$ cat config.mk
export PLATFORM = sky130hd
export DESIGN_NAME = tof_measurement_udp_packetizer
export DESIGN_NICKNAME = d
export VERILOG_FILES = /design/src/hw/packetizer_pkg.sv /design/src/hw/tof_measurement_udp_packetizer.sv
export SDC_FILE = /design/constraint.sdc
export NUM_CORES = 2
export LEC_CHECK = 0
export CAP_MARGIN = 20
export CORE_ASPECT_RATIO = 0.9
export CORE_UTILIZATION = 66
export CTS_BUF_LIST = sky130_fd_sc_hd__clkbuf_8 sky130_fd_sc_hd__clkbuf_16
export CTS_CLUSTER_DIAMETER = 40
export DETAILED_ROUTE_END_ITERATION = 7
export DONT_BUFFER_PORTS = 1
export PLACE_DENSITY = 0.83
export SLEW_MARGIN = 40
export SYNTH_ARGS = -nofsm -noshare
export SYNTH_HDL_FRONTEND = slang
export SYNTH_SLANG_ARGS = --single-unit
$ cat constraint.sdc
create_clock -name sys_clk -period 29.4 [get_ports sys_clk]
set_clock_uncertainty 0.05 [all_clocks]
set_input_delay 1.47 -clock sys_clk [delete_from_list [all_inputs] [get_ports sys_clk]]
set_output_delay 1.47 -clock sys_clk [all_outputs]
set_load 0.01 [all_outputs]
$ cat src/hw/packetizer_pkg.sv
package packetizer_pkg;
    // Register byte offsets
    localparam logic [5:0] REG_CTRL = 6'h00;
    localparam logic [5:0] REG_STATUS = 6'h04;
    localparam logic [5:0] REG_SIZE = 6'h08;
    localparam logic [5:0] REG_ROI_A = 6'h0C;
    localparam logic [5:0] REG_ROI_B = 6'h10;
    localparam logic [5:0] REG_INTEG_A = 6'h14;
    localparam logic [5:0] REG_INTEG_B = 6'h18;
    localparam logic [5:0] REG_FORMAT = 6'h1C;
    localparam logic [5:0] REG_REPLY_ARG = 6'h20;
    localparam logic [5:0] REG_REPLY_CMD = 6'h24;
    localparam logic [1:0] RESP_OK = 2'h0;
    localparam logic [1:0] RESP_SLVERR = 2'h2;
    // Reply codes
    localparam logic [7:0] RSP_ACK = 8'h00;
    localparam logic [7:0] RSP_ERROR = 8'h01;
    localparam logic [7:0] RSP_FIRMWARE = 8'h02;
    localparam logic [7:0] RSP_CHIP = 8'h03;
    localparam logic [7:0] RSP_NOT_RECEIVED = 8'hFF;
    // Framing sizes
    localparam logic [4:0] TP_HDR_LAST = 5'h13;
    localparam logic [31:0] APP_HDR_BYTES = 32'h0000_0019;
    localparam logic [31:0] MAX_PAY = 32'h0000_0578;
    localparam logic [15:0] USER_MAX = 16'h0400;
    localparam logic [7:0] HDR_VERSION = 8'h01;
    localparam logic [15:0] TYPE_DIST_AMP = 16'h0000;
    localparam logic [15:0] TYPE_PHASE = 16'h0004;
    localparam logic [2:0] LANES_DIST = 3'h3;
    localparam logic [2:0] LANES_PHASE = 3'h7;
    // Pixel value limits and fault codes
    localparam logic [11:0] AMP_MAX = 12'hB4E;
    localparam logic [15:0] DIST_MAX = 16'hFA00;
    localparam logic [15:0] CODE_LOW_AMP = 16'hFA01;
    localparam logic [15:0] CODE_ADC_OVF = 16'hFA02;
    localparam logic [15:0] CODE_SATURATED = 16'hFA03;
    localparam logic [15:0] CODE_BAD_PIXEL = 16'hFA04;
    localparam logic [15:0] CODE_INTERFERENCE = 16'hFA07;
    localparam logic [15:0] CODE_EDGE = 16'hFA08;

    typedef enum logic [2:0] {
        PF_NONE = 3'b000, PF_LOW_AMP = 3'b001, PF_ADC_OVF = 3'b010,
        PF_SATURATED = 3'b011, PF_BAD_PIXEL = 3'b100, PF_INTERFERENCE = 3'b101,
        PF_EDGE = 3'b110
    } pixel_fault_e;

    typedef enum logic [2:0] {
        RK_ACK = 3'b000, RK_NOT_RECEIVED = 3'b001, RK_ERROR = 3'b010,
        RK_FIRMWARE = 3'b011, RK_CHIP = 3'b100
    } reply_kind_e;

    typedef enum logic [1:0] {
        F_IDLE = 2'b00, F_THDR = 2'b01, F_PAY = 2'b10
    } frame_state_e;

    typedef struct packed {
        pixel_fault_e fault;
        logic [11:0] amplitude;
        logic [13:0] distance;
        logic [47:0] phase_sample;
    } pixel_s;

    typedef struct packed {
        logic [7:0] data;
        logic last;
    } byte_s;
endpackage : packetizer_pkg

$ cat src/hw/tof_measurement_udp_packetizer.sv
`timescale 1ns/10ps
module tof_measurement_udp_packetizer #(
    parameter int MAX_PAYLOAD = 1400
) (
    input wire logic sys_clk,
    input wire logic rst,
    input wire logic [5:0] s_axi_awaddr,
    input wire logic s_axi_awvalid,
    output logic s_axi_awready,
    input wire logic [31:0] s_axi_wdata,
    input wire logic [3:0] s_axi_wstrb,
    input wire logic s_axi_wvalid,
    output logic s_axi_wready,
    output logic [1:0] s_axi_bresp,
    output logic s_axi_bvalid,
    input wire logic s_axi_bready,
    input wire logic [5:0] s_axi_araddr,
    input wire logic s_axi_arvalid,
    output logic s_axi_arready,
    output logic [31:0] s_axi_rdata,
    output logic [1:0] s_axi_rresp,
    output logic s_axi_rvalid,
    input wire logic s_axi_rready,
    input wire logic [7:0] user_byte,
    input wire logic user_valid,
    output logic user_ready,
    input wire packetizer_pkg::pixel_s pix,
    input wire logic pix_valid,
    output logic pix_ready,
    output packetizer_pkg::byte_s pkt_out,
    output logic pkt_valid,
    input wire logic pkt_ready,
    output packetizer_pkg::byte_s rsp_out,
    output logic rsp_valid,
    input wire logic rsp_ready
);
    initial
    begin
        if (MAX_PAYLOAD < 1 || MAX_PAYLOAD > 2047)
            $error("MAX_PAYLOAD must lie in 1..2047");
    end
    localparam logic [31:0] PAY_LIM = 32'(MAX_PAYLOAD);

    ////////////////////////////////////////////////////////////////////////
    // Register bus slave
    logic aw_held_r, w_held_r, bvalid_r, rvalid_r;
    logic [5:0] aw_addr_r;
    logic [31:0] w_data_r, rdata_r, rd_mux;
    logic [3:0] w_strb_r;
    logic [1:0] bresp_r, rresp_r;
    logic [31:0] size_r, roi_a_r, roi_b_r, int_a_r, int_b_r, fmt_r, rarg_r;
    logic reject_r;
    logic do_write, rd_hit, wr_hit;

    function automatic logic [31:0] merge(input logic [31:0] old, input logic [31:0] nw,
                                          input logic [3:0] strb);
        for (int i = 0; i < 4; i++)
            merge[8*i +: 8] = strb[i] ? nw[8*i +: 8] : old[8*i +: 8];
    endfunction : merge

    assign s_axi_awready = !aw_held_r;
    assign s_axi_wready = !w_held_r;
    assign s_axi_bvalid = bvalid_r;
    assign s_axi_bresp = bresp_r;
    assign s_axi_arready = !rvalid_r;
    assign s_axi_rvalid = rvalid_r;
    assign s_axi_rdata = rdata_r;
    assign s_axi_rresp = rresp_r;
    assign do_write = aw_held_r && w_held_r && !bvalid_r;
    assign wr_hit = aw_addr_r <= packetizer_pkg::REG_REPLY_CMD && aw_addr_r[1:0] == 2'h0;
    assign rd_hit = s_axi_araddr <= packetizer_pkg::REG_REPLY_CMD
        && s_axi_araddr[1:0] == 2'h0;

    // Write address and data are captured independently
    always_ff @(posedge sys_clk)
    begin
        if (rst)
        begin
            aw_held_r <= 1'b0;
            w_held_r <= 1'b0;
            bvalid_r <= 1'b0;
            bresp_r <= packetizer_pkg::RESP_OK;
        end
        else
        begin
            if (s_axi_awvalid && !aw_held_r)
                aw_addr_r <= s_axi_awaddr;
            if (s_axi_wvalid && !w_held_r)
            begin
                w_data_r <= s_axi_wdata;
                w_strb_r <= s_axi_wstrb;
            end
            aw_held_r <= (aw_held_r && !do_write) || s_axi_awvalid;
            w_held_r <= (w_held_r && !do_write) || s_axi_wvalid;
            if (do_write)
            begin
                bvalid_r <= 1'b1;
                bresp_r <= wr_hit ? packetizer_pkg::RESP_OK : packetizer_pkg::RESP_SLVERR;
            end
            else if (s_axi_bready)
                bvalid_r <= 1'b0;
        end
    end

    // Read data mux
    logic busy;
    logic [15:0] cnt_r;
    always_comb
    begin
        rd_mux = 32'h0000_0000;
        if (s_axi_araddr == packetizer_pkg::REG_STATUS)
            rd_mux = {14'h0000, reject_r, busy, cnt_r};
        else if (s_axi_araddr == packetizer_pkg::REG_SIZE)
            rd_mux = size_r;
        else if (s_axi_araddr == packetizer_pkg::REG_ROI_A)
            rd_mux = roi_a_r;
        else if (s_axi_araddr == packetizer_pkg::REG_ROI_B)
            rd_mux = roi_b_r;
        else if (s_axi_araddr == packetizer_pkg::REG_INTEG_A)
            rd_mux = int_a_r;
        else if (s_axi_araddr == packetizer_pkg::REG_INTEG_B)
            rd_mux = int_b_r;
        else if (s_axi_araddr == packetizer_pkg::REG_FORMAT)
            rd_mux = fmt_r;
        else if (s_axi_araddr == packetizer_pkg::REG_REPLY_ARG)
            rd_mux = rarg_r;
    end

    always_ff @(posedge sys_clk)
    begin
        if (rst)
        begin
            rvalid_r <= 1'b0;
            rdata_r <= 32'h0000_0000;
            rresp_r <= packetizer_pkg::RESP_OK;
        end
        else if (s_axi_arvalid && !rvalid_r)
        begin
            rvalid_r <= 1'b1;
            rdata_r <= rd_mux;
            rresp_r <= rd_hit ? packetizer_pkg::RESP_OK : packetizer_pkg::RESP_SLVERR;
        end
        else if (s_axi_rready)
            rvalid_r <= 1'b0;
    end

    // Settings registers
    always_ff @(posedge sys_clk)
    begin
        if (rst)
        begin
            size_r <= 32'h0000_0000;
            roi_a_r <= 32'h0000_0000;
            roi_b_r <= 32'h0000_0000;
            int_a_r <= 32'h0000_0000;
            int_b_r <= 32'h0000_0000;
            fmt_r <= 32'h0000_0000;
            rarg_r <= 32'h0000_0000;
        end
        else if (do_write)
        begin
            if (aw_addr_r == packetizer_pkg::REG_SIZE)
                size_r <= merge(size_r, w_data_r, w_strb_r);
            else if (aw_addr_r == packetizer_pkg::REG_ROI_A)
                roi_a_r <= merge(roi_a_r, w_data_r, w_strb_r);
            else if (aw_addr_r == packetizer_pkg::REG_ROI_B)
                roi_b_r <= merge(roi_b_r, w_data_r, w_strb_r);
            else if (aw_addr_r == packetizer_pkg::REG_INTEG_A)
                int_a_r <= merge(int_a_r, w_data_r, w_strb_r);
            else if (aw_addr_r == packetizer_pkg::REG_INTEG_B)
                int_b_r <= merge(int_b_r, w_data_r, w_strb_r);
            else if (aw_addr_r == packetizer_pkg::REG_FORMAT)
                fmt_r <= merge(fmt_r, w_data_r, w_strb_r);
            else if (aw_addr_r == packetizer_pkg::REG_REPLY_ARG)
                rarg_r <= merge(rarg_r, w_data_r, w_strb_r);
        end
    end

    ////////////////////////////////////////////////////////////////////////
    // Command replies
    logic [39:0] rvec_r;
    logic [2:0] rlen_r, rpos_r;
    logic rbusy_r, rsp_go;
    logic [39:0] rvec_nxt;
    logic [2:0] rlen_nxt;
    logic rkind_ok;

    assign rsp_go = do_write && aw_addr_r == packetizer_pkg::REG_REPLY_CMD
        && w_strb_r[0] && !rbusy_r && rkind_ok;
    assign rsp_valid = rbusy_r;
    assign rsp_out.data = rvec_r[7:0];
    assign rsp_out.last = rpos_r == rlen_r;

    // Reply layout, 16-bit fields low byte first
    always_comb
    begin
        rkind_ok = 1'b1;
        rlen_nxt = 3'h0;
        rvec_nxt = {32'h0000_0000, packetizer_pkg::RSP_ACK};
        case (packetizer_pkg::reply_kind_e'(w_data_r[2:0]))
            packetizer_pkg::RK_ACK: rvec_nxt[7:0] = packetizer_pkg::RSP_ACK;
            packetizer_pkg::RK_NOT_RECEIVED:
                rvec_nxt[7:0] = packetizer_pkg::RSP_NOT_RECEIVED;
            packetizer_pkg::RK_ERROR:
            begin
                rvec_nxt = {16'h0000, rarg_r[15:0], packetizer_pkg::RSP_ERROR};
                rlen_nxt = 3'h2;
            end
            packetizer_pkg::RK_FIRMWARE:
            begin
                rvec_nxt = {rarg_r, packetizer_pkg::RSP_FIRMWARE};
                rlen_nxt = 3'h4;
            end
            packetizer_pkg::RK_CHIP:
            begin
                rvec_nxt = {rarg_r, packetizer_pkg::RSP_CHIP};
                rlen_nxt = 3'h4;
            end
            default: rkind_ok = 1'b0;
        endcase
    end

    always_ff @(posedge sys_clk)
    begin
        if (rst)
        begin
            rbusy_r <= 1'b0;
            rvec_r <= 40'h00_0000_0000;
            rlen_r <= 3'h0;
            rpos_r <= 3'h0;
        end
        else if (rsp_go)
        begin
            rbusy_r <= 1'b1;
            rvec_r <= rvec_nxt;
            rlen_r <= rlen_nxt;
            rpos_r <= 3'h0;
        end
        else if (rbusy_r && rsp_ready)
        begin
            rbusy_r <= !rsp_out.last;
            rvec_r <= {8'h00, rvec_r[39:8]};
            rpos_r <= rpos_r + 3'h1;
        end
    end

    ////////////////////////////////////////////////////////////////////////
    // Pixel encoding
    function automatic logic [15:0] fault_code(input packetizer_pkg::pixel_fault_e f);
        case (f)
            packetizer_pkg::PF_LOW_AMP: fault_code = packetizer_pkg::CODE_LOW_AMP;
            packetizer_pkg::PF_ADC_OVF: fault_code = packetizer_pkg::CODE_ADC_OVF;
            packetizer_pkg::PF_SATURATED: fault_code = packetizer_pkg::CODE_SATURATED;
            packetizer_pkg::PF_BAD_PIXEL: fault_code = packetizer_pkg::CODE_BAD_PIXEL;
            packetizer_pkg::PF_INTERFERENCE: fault_code = packetizer_pkg::CODE_INTERFERENCE;
            packetizer_pkg::PF_EDGE: fault_code = packetizer_pkg::CODE_EDGE;
            default: fault_code = 16'h0000;
        endcase
    endfunction : fault_code

    function automatic logic [63:0] encode(input packetizer_pkg::pixel_s p, input logic ph);
        logic bad;
        logic [15:0] code;
        bad = p.fault != packetizer_pkg::PF_NONE;
        code = fault_code(p.fault);
        encode = 64'h0000_0000_0000_0000;
        if (ph)
        begin
            for (int i = 0; i < 4; i++)
                encode[16*i +: 16] = bad ? code : {4'h0, p.phase_sample[12*i +: 12]};
        end
        else
        begin
            encode[15:0] = bad ? code : {2'b00, p.distance};
            if (bad)
                encode[31:16] = code;
            else if (p.amplitude > packetizer_pkg::AMP_MAX)
                encode[31:16] = packetizer_pkg::CODE_SATURATED;
            else
                encode[31:16] = {4'h0, p.amplitude};
        end
    endfunction : encode

    ////////////////////////////////////////////////////////////////////////
    // Measurement framer
    packetizer_pkg::frame_state_e st_r;
    logic [4:0] hpos_r;
    logic [10:0] ppos_r, plen_r;
    logic [31:0] off_r, total_r, npkt_r, pidx_r;
    logic [63:0] pix_r;
    logic [2:0] lane_r;
    logic ob_valid_r;
    packetizer_pkg::byte_s ob_r;

    logic phase, type_ok, go, start, adv, src_ok, step, in_app, in_user, plast, flast;
    logic [15:0] ulen;
    logic [31:0] body_base, total_nxt, rem_nxt, rest;
    logic [33:0] pix_bytes;
    logic [2:0] lane_top;
    logic [159:0] thdr_vec;
    logic [199:0] app_vec;
    logic [63:0] pix_enc;
    logic [7:0] pay_byte, byte_nxt;

    assign phase = fmt_r[15:0] == packetizer_pkg::TYPE_PHASE;
    assign ulen = fmt_r[31:16];
    assign type_ok = (phase || fmt_r[15:0] == packetizer_pkg::TYPE_DIST_AMP)
        && ulen <= packetizer_pkg::USER_MAX;
    assign go = do_write && aw_addr_r == packetizer_pkg::REG_CTRL && w_strb_r[0] && w_data_r[0];
    assign start = go && st_r == packetizer_pkg::F_IDLE && type_ok;
    assign busy = st_r != packetizer_pkg::F_IDLE;
    assign lane_top = phase ? packetizer_pkg::LANES_PHASE : packetizer_pkg::LANES_DIST;
    assign body_base = packetizer_pkg::APP_HDR_BYTES + {16'h0000, ulen};
    assign pix_bytes = {2'b00, 32'(size_r[15:0]) * 32'(size_r[31:16])} << (phase ? 3 : 2);
    assign total_nxt = body_base + pix_bytes[31:0];
    assign rest = total_r - off_r - 32'h0000_0001;
    assign rem_nxt = rest < PAY_LIM ? rest : PAY_LIM;
    assign in_app = off_r < packetizer_pkg::APP_HDR_BYTES;
    assign in_user = !in_app && off_r < body_base;
    assign adv = !ob_valid_r || pkt_ready;
    assign src_ok = st_r == packetizer_pkg::F_THDR || in_app
        || (in_user ? user_valid : (lane_r != 3'h0 || pix_valid));
    assign step = adv && busy && src_ok;
    assign plast = st_r == packetizer_pkg::F_PAY && ppos_r == plen_r - 11'h001;
    assign flast = plast && off_r + 32'h0000_0001 == total_r;
    assign user_ready = step && st_r == packetizer_pkg::F_PAY && in_user;
    assign pix_ready = step && st_r == packetizer_pkg::F_PAY && !in_app && !in_user
        && lane_r == 3'h0;
    assign pkt_valid = ob_valid_r;
    assign pkt_out = ob_r;

    // Transport header, 16/32-bit fields low byte first
    assign thdr_vec = {off_r, pidx_r, npkt_r, 5'h00, plen_r, total_r, cnt_r};
    // Metadata header in front of the data
    assign app_vec = {body_base[15:0], int_b_r[31:16], int_b_r[15:0], int_a_r[31:16],
        int_a_r[15:0], roi_b_r[31:16], roi_b_r[15:0], roi_a_r[31:16], roi_a_r[15:0],
        size_r[31:16], size_r[15:0], fmt_r[15:0], packetizer_pkg::HDR_VERSION};
    assign pix_enc = lane_r == 3'h0 ? encode(pix, phase) : pix_r;
    assign pay_byte = in_app ? app_vec[8*off_r[4:0] +: 8]
        : in_user ? user_byte : pix_enc[8*lane_r +: 8];
    assign byte_nxt = st_r == packetizer_pkg::F_THDR ? thdr_vec[8*hpos_r +: 8] : pay_byte;

    // Output byte register
    always_ff @(posedge sys_clk)
    begin
        if (rst)
        begin
            ob_valid_r <= 1'b0;
            ob_r <= '0;
        end
        else if (adv)
        begin
            ob_valid_r <= step;
            ob_r.data <= byte_nxt;
            ob_r.last <= plast;
        end
    end

    // Refused start flag: any start not accepted, busy or bad format
    always_ff @(posedge sys_clk)
    begin
        if (rst)
            reject_r <= 1'b0;
        else if (start)
            reject_r <= 1'b0;
        else if (go)
            reject_r <= 1'b1;
    end

    // Packet and measurement sequencing
    always_ff @(posedge sys_clk)
    begin
        if (rst)
        begin
            st_r <= packetizer_pkg::F_IDLE;
            hpos_r <= 5'h00;
            ppos_r <= 11'h000;
            plen_r <= 11'h000;
            off_r <= 32'h0000_0000;
            total_r <= 32'h0000_0000;
            npkt_r <= 32'h0000_0000;
            pidx_r <= 32'h0000_0000;
            cnt_r <= 16'h0000;
            lane_r <= 3'h0;
            pix_r <= 64'h0000_0000_0000_0000;
        end
        else if (start)
        begin
            st_r <= packetizer_pkg::F_THDR;
            total_r <= total_nxt;
            npkt_r <= (total_nxt + PAY_LIM - 32'h0000_0001) / PAY_LIM;
            plen_r <= 11'(total_nxt < PAY_LIM ? total_nxt : PAY_LIM);
            hpos_r <= 5'h00;
            off_r <= 32'h0000_0000;
            pidx_r <= 32'h0000_0000;
            lane_r <= 3'h0;
        end
        else if (step && st_r == packetizer_pkg::F_THDR)
        begin
            hpos_r <= hpos_r + 5'h01;
            ppos_r <= 11'h000;
            if (hpos_r == packetizer_pkg::TP_HDR_LAST)
                st_r <= packetizer_pkg::F_PAY;
        end
        else if (step)
        begin
            off_r <= off_r + 32'h0000_0001;
            ppos_r <= ppos_r + 11'h001;
            if (!in_app && !in_user)
            begin
                lane_r <= lane_r == lane_top ? 3'h0 : lane_r + 3'h1;
                if (lane_r == 3'h0)
                    pix_r <= pix_enc;
            end
            if (plast)
            begin
                pidx_r <= pidx_r + 32'h0000_0001;
                hpos_r <= 5'h00;
                plen_r <= rem_nxt[10:0];
                st_r <= flast ? packetizer_pkg::F_IDLE : packetizer_pkg::F_THDR;
                if (flast)
                    cnt_r <= cnt_r + 16'h0001;
            end
        end
    end

    ////////////////////////////////////////////////////////////////////////
    // Checks
    a_payload_len_bound: assert property (@(posedge sys_clk) disable iff (rst)
        busy |-> plen_r != 11'h000 && 32'(plen_r) <= PAY_LIM)
        else $error("Packet payload length out of range");

    a_header_twenty_bytes: assert property (@(posedge sys_clk) disable iff (rst)
        $rose(st_r == packetizer_pkg::F_PAY) |-> $past(hpos_r) == packetizer_pkg::TP_HDR_LAST)
        else $error("Transport header not twenty bytes");

    a_counter_per_frame: assert property (@(posedge sys_clk) disable iff (rst)
        (step && flast) |=> cnt_r == $past(cnt_r) + 16'h0001 && !busy)
        else $error("Measurement counter did not advance");

    a_index_ascends: assert property (@(posedge sys_clk) disable iff (rst)
        (step && plast && !flast) |=> st_r == packetizer_pkg::F_THDR
            && pidx_r == $past(pidx_r) + 32'h0000_0001 && hpos_r == 5'h00)
        else $error("Packet index did not ascend");

    a_offset_tracks: assert property (@(posedge sys_clk) disable iff (rst)
        (step && st_r == packetizer_pkg::F_PAY) |=> off_r == $past(off_r) + 32'h0000_0001)
        else $error("Payload offset out of step");

    a_last_index: assert property (@(posedge sys_clk) disable iff (rst)
        (step && flast) |-> pidx_r == npkt_r - 32'h0000_0001)
        else $error("Final packet index differs from packet total");

    a_version_first: assert property (@(posedge sys_clk) disable iff (rst)
        (step && st_r == packetizer_pkg::F_PAY && off_r == 32'h0000_0000)
            |=> pkt_valid && pkt_out.data == packetizer_pkg::HDR_VERSION)
        else $error("Payload does not open with version");

    a_amp_in_range: assert property (@(posedge sys_clk) disable iff (rst)
        (pix_ready && !phase) |-> pix_enc[31:16] <= {4'h0, packetizer_pkg::AMP_MAX}
            || pix_enc[31:16] > packetizer_pkg::DIST_MAX)
        else $error("Amplitude neither valid nor a fault code");

    a_not_received_code: assert property (@(posedge sys_clk) disable iff (rst)
        (rsp_go && w_data_r[2:0] == packetizer_pkg::RK_NOT_RECEIVED) |=> rsp_valid
            && rsp_out.last && rsp_out.data == packetizer_pkg::RSP_NOT_RECEIVED)
        else $error("Not-received reply malformed");

    a_error_reply_len: assert property (@(posedge sys_clk) disable iff (rst)
        (rsp_go && w_data_r[2:0] == packetizer_pkg::RK_ERROR) |=> rlen_r == 3'h2
            && rsp_out.data == packetizer_pkg::RSP_ERROR)
        else $error("Error reply malformed");
endmodule : tof_measurement_udp_packetizer

After elaboration in Yosys (flattened, before gate mapping)
Index checks and enable logic that the tools add are counted.
{ "word_totals": {"ff_bits": 604, "inputBits": 144, "out_inout_bits": 63, "elab_cells": 301} }
{ "classes": {"n_addsub": 14, "n_mul": 1, "n_div": 1, "n_lt_le_gt_ge": 8, "n_eq_ne": 37, "shifts": 4, "muxes": 57, "n_bitwise": 9, "reduce_logical": 112} }
{ "ops": {"columns": ["operator", "count"], "rows": [
  ["$mux W32", 10],
  ["$shiftx A200 B9 Y8", 1],
  ["$shiftx A160 B9 Y8", 1],
  ["$mux W16", 7],
  ["$pmux W16 S6", 1],
  ["$mux W11", 8],
  ["$mux W40", 2],
  ["$add A32 B1 Y32 const B", 2],
  ["$lt A32 B11 Y1 const B", 2],
  ["$mux W64", 1],
  ["$pmux W32 S2", 1],
  ["$shiftx A64 B7 Y8", 1],
  ["$sub A32 B1 Y32 const B", 2],
  ["$eq A6 B5 Y1 const B", 8],
  ["$reduce_and A9 Y1", 4],
  ["$add A17 B32 Y32", 1],
  ["$add A32 B11 Y32 const B", 1],
  ["$div A32 B11 Y32 const B", 1],
  ["$eq A32 B32 Y1", 1],
  ["$logic_and A1 B1 Y1", 32],
  ["$lt A32 B17 Y1", 1],
  ["$lt A32 B5 Y1 const B", 1],
  ["$mul A16 B16 Y32", 1],
  ["$pmux W8 S4", 1],
  ["other kinds (50)", 152]
]} }

Logic depth before layout (Yosys ltp)
{ "logic_depth": {"word_depth": 10, "depth_mapped": 114, "ltp_nobuf": 96} }

Worst setup path before layout
Ideal clock, no wire load.
{ "synth_path": {"kind": "register to register", "from": "reg size_r[7]", "to": "reg npkt_r[0]", "setup_time_ps": 130, "arrival_time_ps": 23656, "required_time_ps": 29220, "setup_slack_ps": 5564, "path_stages_with_launch": 103, "path_buffers": 11, "synth_period_minus_slack_ps": 23836, "cell_sequence": "dfxtp_1 > clkbuf_1 > clkbuf_1 > nand2_1 > fa_1 > inv_1 > fa_1 > inv_1 > fa_1 > inv_1 > ha_1 > fa_1 > inv_1 > fa_1 > inv_1 > ha_1 > a21oi_1 > o21ai_0 > (+67 left out) > buf_6 > a2bb2oi_1 > o21a_1 > o31ai_4 > a21boi_4 > o31a_1 > o21bai_1 > a21oi_1 > o21a_4 > nor2_2 > xnor2_1 > o21ai_1 > o32a_1 > nand3b_1 > a32oi_2 > nor2_1 > a2111oi_0 > o31ai_1"} }
{ "synth_via": {"elab_chain_len": 6} }
{ "synth_rtl": {"columns": ["element", "line", "text"], "rows": [
  ["start: declaration", "tof_measurement_udp_packetizer.sv:51", "logic [31:0] size_r, roi_a_r, roi_b_r, int_a_r, int_b_r, fmt_r, rarg_r;"],
  ["start signal: assignment", "tof_measurement_udp_packetizer.sv:163", "size_r <= merge(size_r, w_data_r, w_strb_r);"],
  ["$mul A16 B16 Y32", "tof_measurement_udp_packetizer.sv:314", "assign pix_bytes = {2'b00, 32'(size_r[15:0]) * 32'(size_r[31:16])} << (phase ? 3 : 2);"],
  ["$shl A32 B2 Y32", "tof_measurement_udp_packetizer.sv:314", null],
  ["$add A17 B32 Y32", "tof_measurement_udp_packetizer.sv:315", "assign total_nxt = body_base + pix_bytes[31:0];"],
  ["$add A32 B11 Y32", "tof_measurement_udp_packetizer.sv:391", "npkt_r <= (total_nxt + PAY_LIM - 32'h0000_0001) / PAY_LIM;"],
  ["$sub A32 B1 Y32", "tof_measurement_udp_packetizer.sv:391", null],
  ["$div A32 B11 Y32", "tof_measurement_udp_packetizer.sv:391", null],
  ["end signal: assignment", "tof_measurement_udp_packetizer.sv:391", null],
  ["end: declaration", "tof_measurement_udp_packetizer.sv:289", "logic [31:0] off_r, total_r, npkt_r, pidx_r;"]
]} }
Every way passes these cells.
A chain may end at the register's enable or synchronous reset.

Worst setup path after layout
{ "layout_path": {"from": "reg size_r[6]", "to": "reg npkt_r[0]"} }
Same word-level chain as after synthesis.

==> metrics.txt <==
status finished, violations left; violated checks design-rule violations; Slowest-stage cell, CP dfxtp_1; dominant cell type by area after synthesis dfxtp_1; Post-Route WL 170000 um; setup_tns 0 ns; Hold Buf Count CTS 0; Critical Path AT 27.91 ns; clock sinks 591; NetSw 459 uW; final setup violation count 0; share of cells above drive strength 1 9.15%; Iter 0 DRT Violations 7216; nets 6394; Slew Limit Headroom 34.1%; Post-Syn Area per Cell 8.01 um^2; Most used DFF post-synth dfxtp_1; Peak VDD IR 0.0492 mV; quantity of I/O buffers inserted on ports 0; CP required 29.88 ns; Hold Vio Cnt, Final 0; Hold Slack 0.396 ns; register area share after synthesis 25.0%; first-pass GRT wire length 259000 um; Logic pwr share 2.1%; Max-Cap Viols 0; filler cell count 5870; kind of critical path reg2reg; htree depth 3; num ports 207; CTS Buffer Depth 3; Flop pwr share 43.1%; top cells by area in the synthesized netlist dfxtp_1, fa_1, nand2_1; Power per Cell Area 36.8 mW/mm^2; Yosys top cell area share 22.5%; vias in the first global route 44400; Critical path origin size_r[6]; Final HPWL DP 123000 um; worst-skew pair later-pin latency 0.68 ns; largest net degree at the start of global routing 437; Worst-Margin Slew 0.988 ns; Hold Startpoint rvec_r[27]; core area 0.0732 mm^2; ys async rst share 0%; most common cell after layout, fill and taps aside nand2_1; Layout area overhead 7.13%; via/cell ratio 6.96; Die Area 0.0752 mm^2; Starting Density 66.9%; Die Ht 260 um; clock network power share 54.8%; Reg clk slew, reported paths 0.06 ns; switch share 23.8%; Worst Hold Class reg2reg; CP dominant cell by count nor2_1; Power Internal 1470 uW; die width 289 um; Final ANT Viol Nets 0; Final WS setup 1.97 ns; Placer Congestion 1.08; Tmin final 27.43 ns; Startpoint Class flop; crit-path max cell delay 0.85 ns; Post-Place Worst Slack 1.40 ns; initial antenna violation count 4; Final Cycle Share 93.3%; highest-count cells in the layout ignoring fill and taps nand2_1, a21oi_1, dfxtp_1, nor2_1, nand3_1; Total GRT Usage 44.1%; Max FO, Critical Path 19; Cell variety after synth 155; routed vias 48200; Num CTS Buffers 84; GRT overflow 0; CP Capture Type flop; std cell rows 94; CTS tree done; drc violations 35; Syn. warnings 0; clock root buffer clkbuf_16; RSZ-0062 raised after global routing no; number of synthesized flops with an enable pin 42; Mapped Area 0.0489 mm^2; Wirelength per Cell 24.6 um; final core occ 71.6%; Max Fclk 0.0365 GHz; TritonRoute pass-1 iters 8; #FFs+latches synth 591; leakage 0.0197 uW; Mapped Cells 6104; max-slew violations 0; FF-to-FF Start size_r[6]
[registers in the layout (all words and copies together), names as in the netlist, 16 cells and up]
| signal | cells |
|---|---|
| fmt_r | 32 |
| rarg_r | 32 |
| pidx_r | 32 |
| int_b_r | 32 |
| cnt_r | 16 |
| size_r | 32 |
| s_axi_rdata | 32 |
| roi_b_r | 32 |
| pix_r | 64 |
| total_r | 32 |
| roi_a_r | 32 |
| off_r | 32 |
| rvec_r | 40 |
| int_a_r | 32 |
| npkt_r | 22 |
| w_data_r | 32 |
[synth_stat cells, types with 14 or more instances]
| cell | count |
|---|---|
| buf_4 | 24 |
| o21ai_0 | 183 |
| o22ai_1 | 22 |
| o21bai_1 | 26 |
| or2_2 | 21 |
| dfxtp_1 | 549 |
| mux2i_1 | 78 |
| a21o_1 | 34 |
| a22oi_1 | 67 |
| a31oi_1 | 57 |
| o21a_1 | 40 |
| or3_1 | 30 |
| o21ai_1 | 45 |
| buf_1 | 23 |
| a311oi_1 | 17 |
| nor2_1 | 492 |
| ha_1 | 167 |
| a21oi_1 | 613 |
| xor2_1 | 108 |
| o211ai_1 | 41 |
| inv_1 | 326 |
| a22o_1 | 31 |
| xnor2_1 | 202 |
| edfxtp_1 | 42 |
| nor3_1 | 129 |
| and3_1 | 61 |
| buf_2 | 16 |
| and2_1 | 156 |
| a221oi_1 | 46 |
| nand2_1 | 818 |
| nor4_1 | 43 |
| nand4_1 | 52 |
| nand2b_1 | 36 |
| nor2b_1 | 24 |
| nand3_1 | 340 |
| o31ai_1 | 22 |
| a2111oi_0 | 14 |
| mux4_2 | 87 |
| clkbuf_1 | 307 |
| o221ai_1 | 23 |
| a211oi_1 | 81 |
| fa_1 | 195 |
[worst paths after layout]
check / to / slack (ns) / cells after the start
min: rvec_r[19] / 0.40 / 2
max: npkt_r[0] / 1.97 / 93
min reg2reg: rvec_r[19] / 0.40 / 2
max reg2reg: npkt_r[0] / 1.97 / 93
[metrics by stage]
step           cells  cell area (um^2)  power [uW]
5_1_grt         6914             52400        1970
3_3_place_gp    6757             49200         885
6_report        6922             52400        1930
2_1_floorplan   6105             48900         875
4_1_cts         6910             52200        1920
3_5_place_dp    6758             49300         886
[layer usage]
| metal | vias to the layer above | global-route usage (%) | part of all wire [%] |
|---|---|---|---|
| li1 | 21400 | - | - |
| met1 | 22800 | 59.2 | 39 |
| met2 | 3335 | 63.3 | 41 |
| met3 | 661 | 14.8 | 15 |
| met4 | 6 | 20.9 | 5.7 |
| met5 | - | 1.86 | 0.12 |
[cell families after synthesis]
| family | after synthesis | share of synthesized area, % |
|---|---|---|
| AO/OA/AOI/OAI | 1605 | 22.1 |
| XOR/XNOR | 320 | 5.91 |
| adder cells (fa/ha/maj) | 370 | 12.4 |
| buffers and inverters | 706 | 5.70 |
| flip-flops | 591 | 25.0 |
| multiplexers | 182 | 6.02 |
| other | 1 | 0.00767 |
| AND/OR/NAND/NOR | 2329 | 22.8 |
[critical path: cells and delay by family, from the launching register on]
family / cells / cell delay (ns)
AND/OR/NAND/NOR: 27 / 7.08
multiplexers: 1 / 0.48
AO/OA/AOI/OAI: 47 / 13.60
buffers and inverters: 5 / 0.26
flip-flops: 1 / 0.85
adder cells (fa/ha/maj): 8 / 3.74
XOR/XNOR: 5 / 1.22
[what timing repair did]
action                                  in CTS  in global routing
resized for setup                            0                 16
hold endpoints to repair                     0                  0
endpoints found under the setup margin       0                  2
setup buffers                                0                  2
[power by group through the flow]
stage / sequential, uW / clock (uW) / combinational, uW
after floorplan: 839 / 0 / 35.7
after global placement: 847 / 0 / 38.2
after detailed placement: 847 / 0 / 38.6
after CTS: 830 / 1050 / 38.9
after global routing: 830 / 1090 / 43.4
final: 832 / 1060 / 41.1
[layout make-up]
type                    count  area [um^2]  area share (%)
clock inverters            55          667            1.27
well taps                 960         1200            2.29
diodes                      8         20.0          0.0382
flip-flops and latches    591        12300            23.4
multi-input cells        4808        34100            65.1
clock buffers              97         2290            4.37
repair buffers             71          568            1.08
inverters                 332         1250            2.38
No activity file was read; power rests on OpenSTA's default activity.
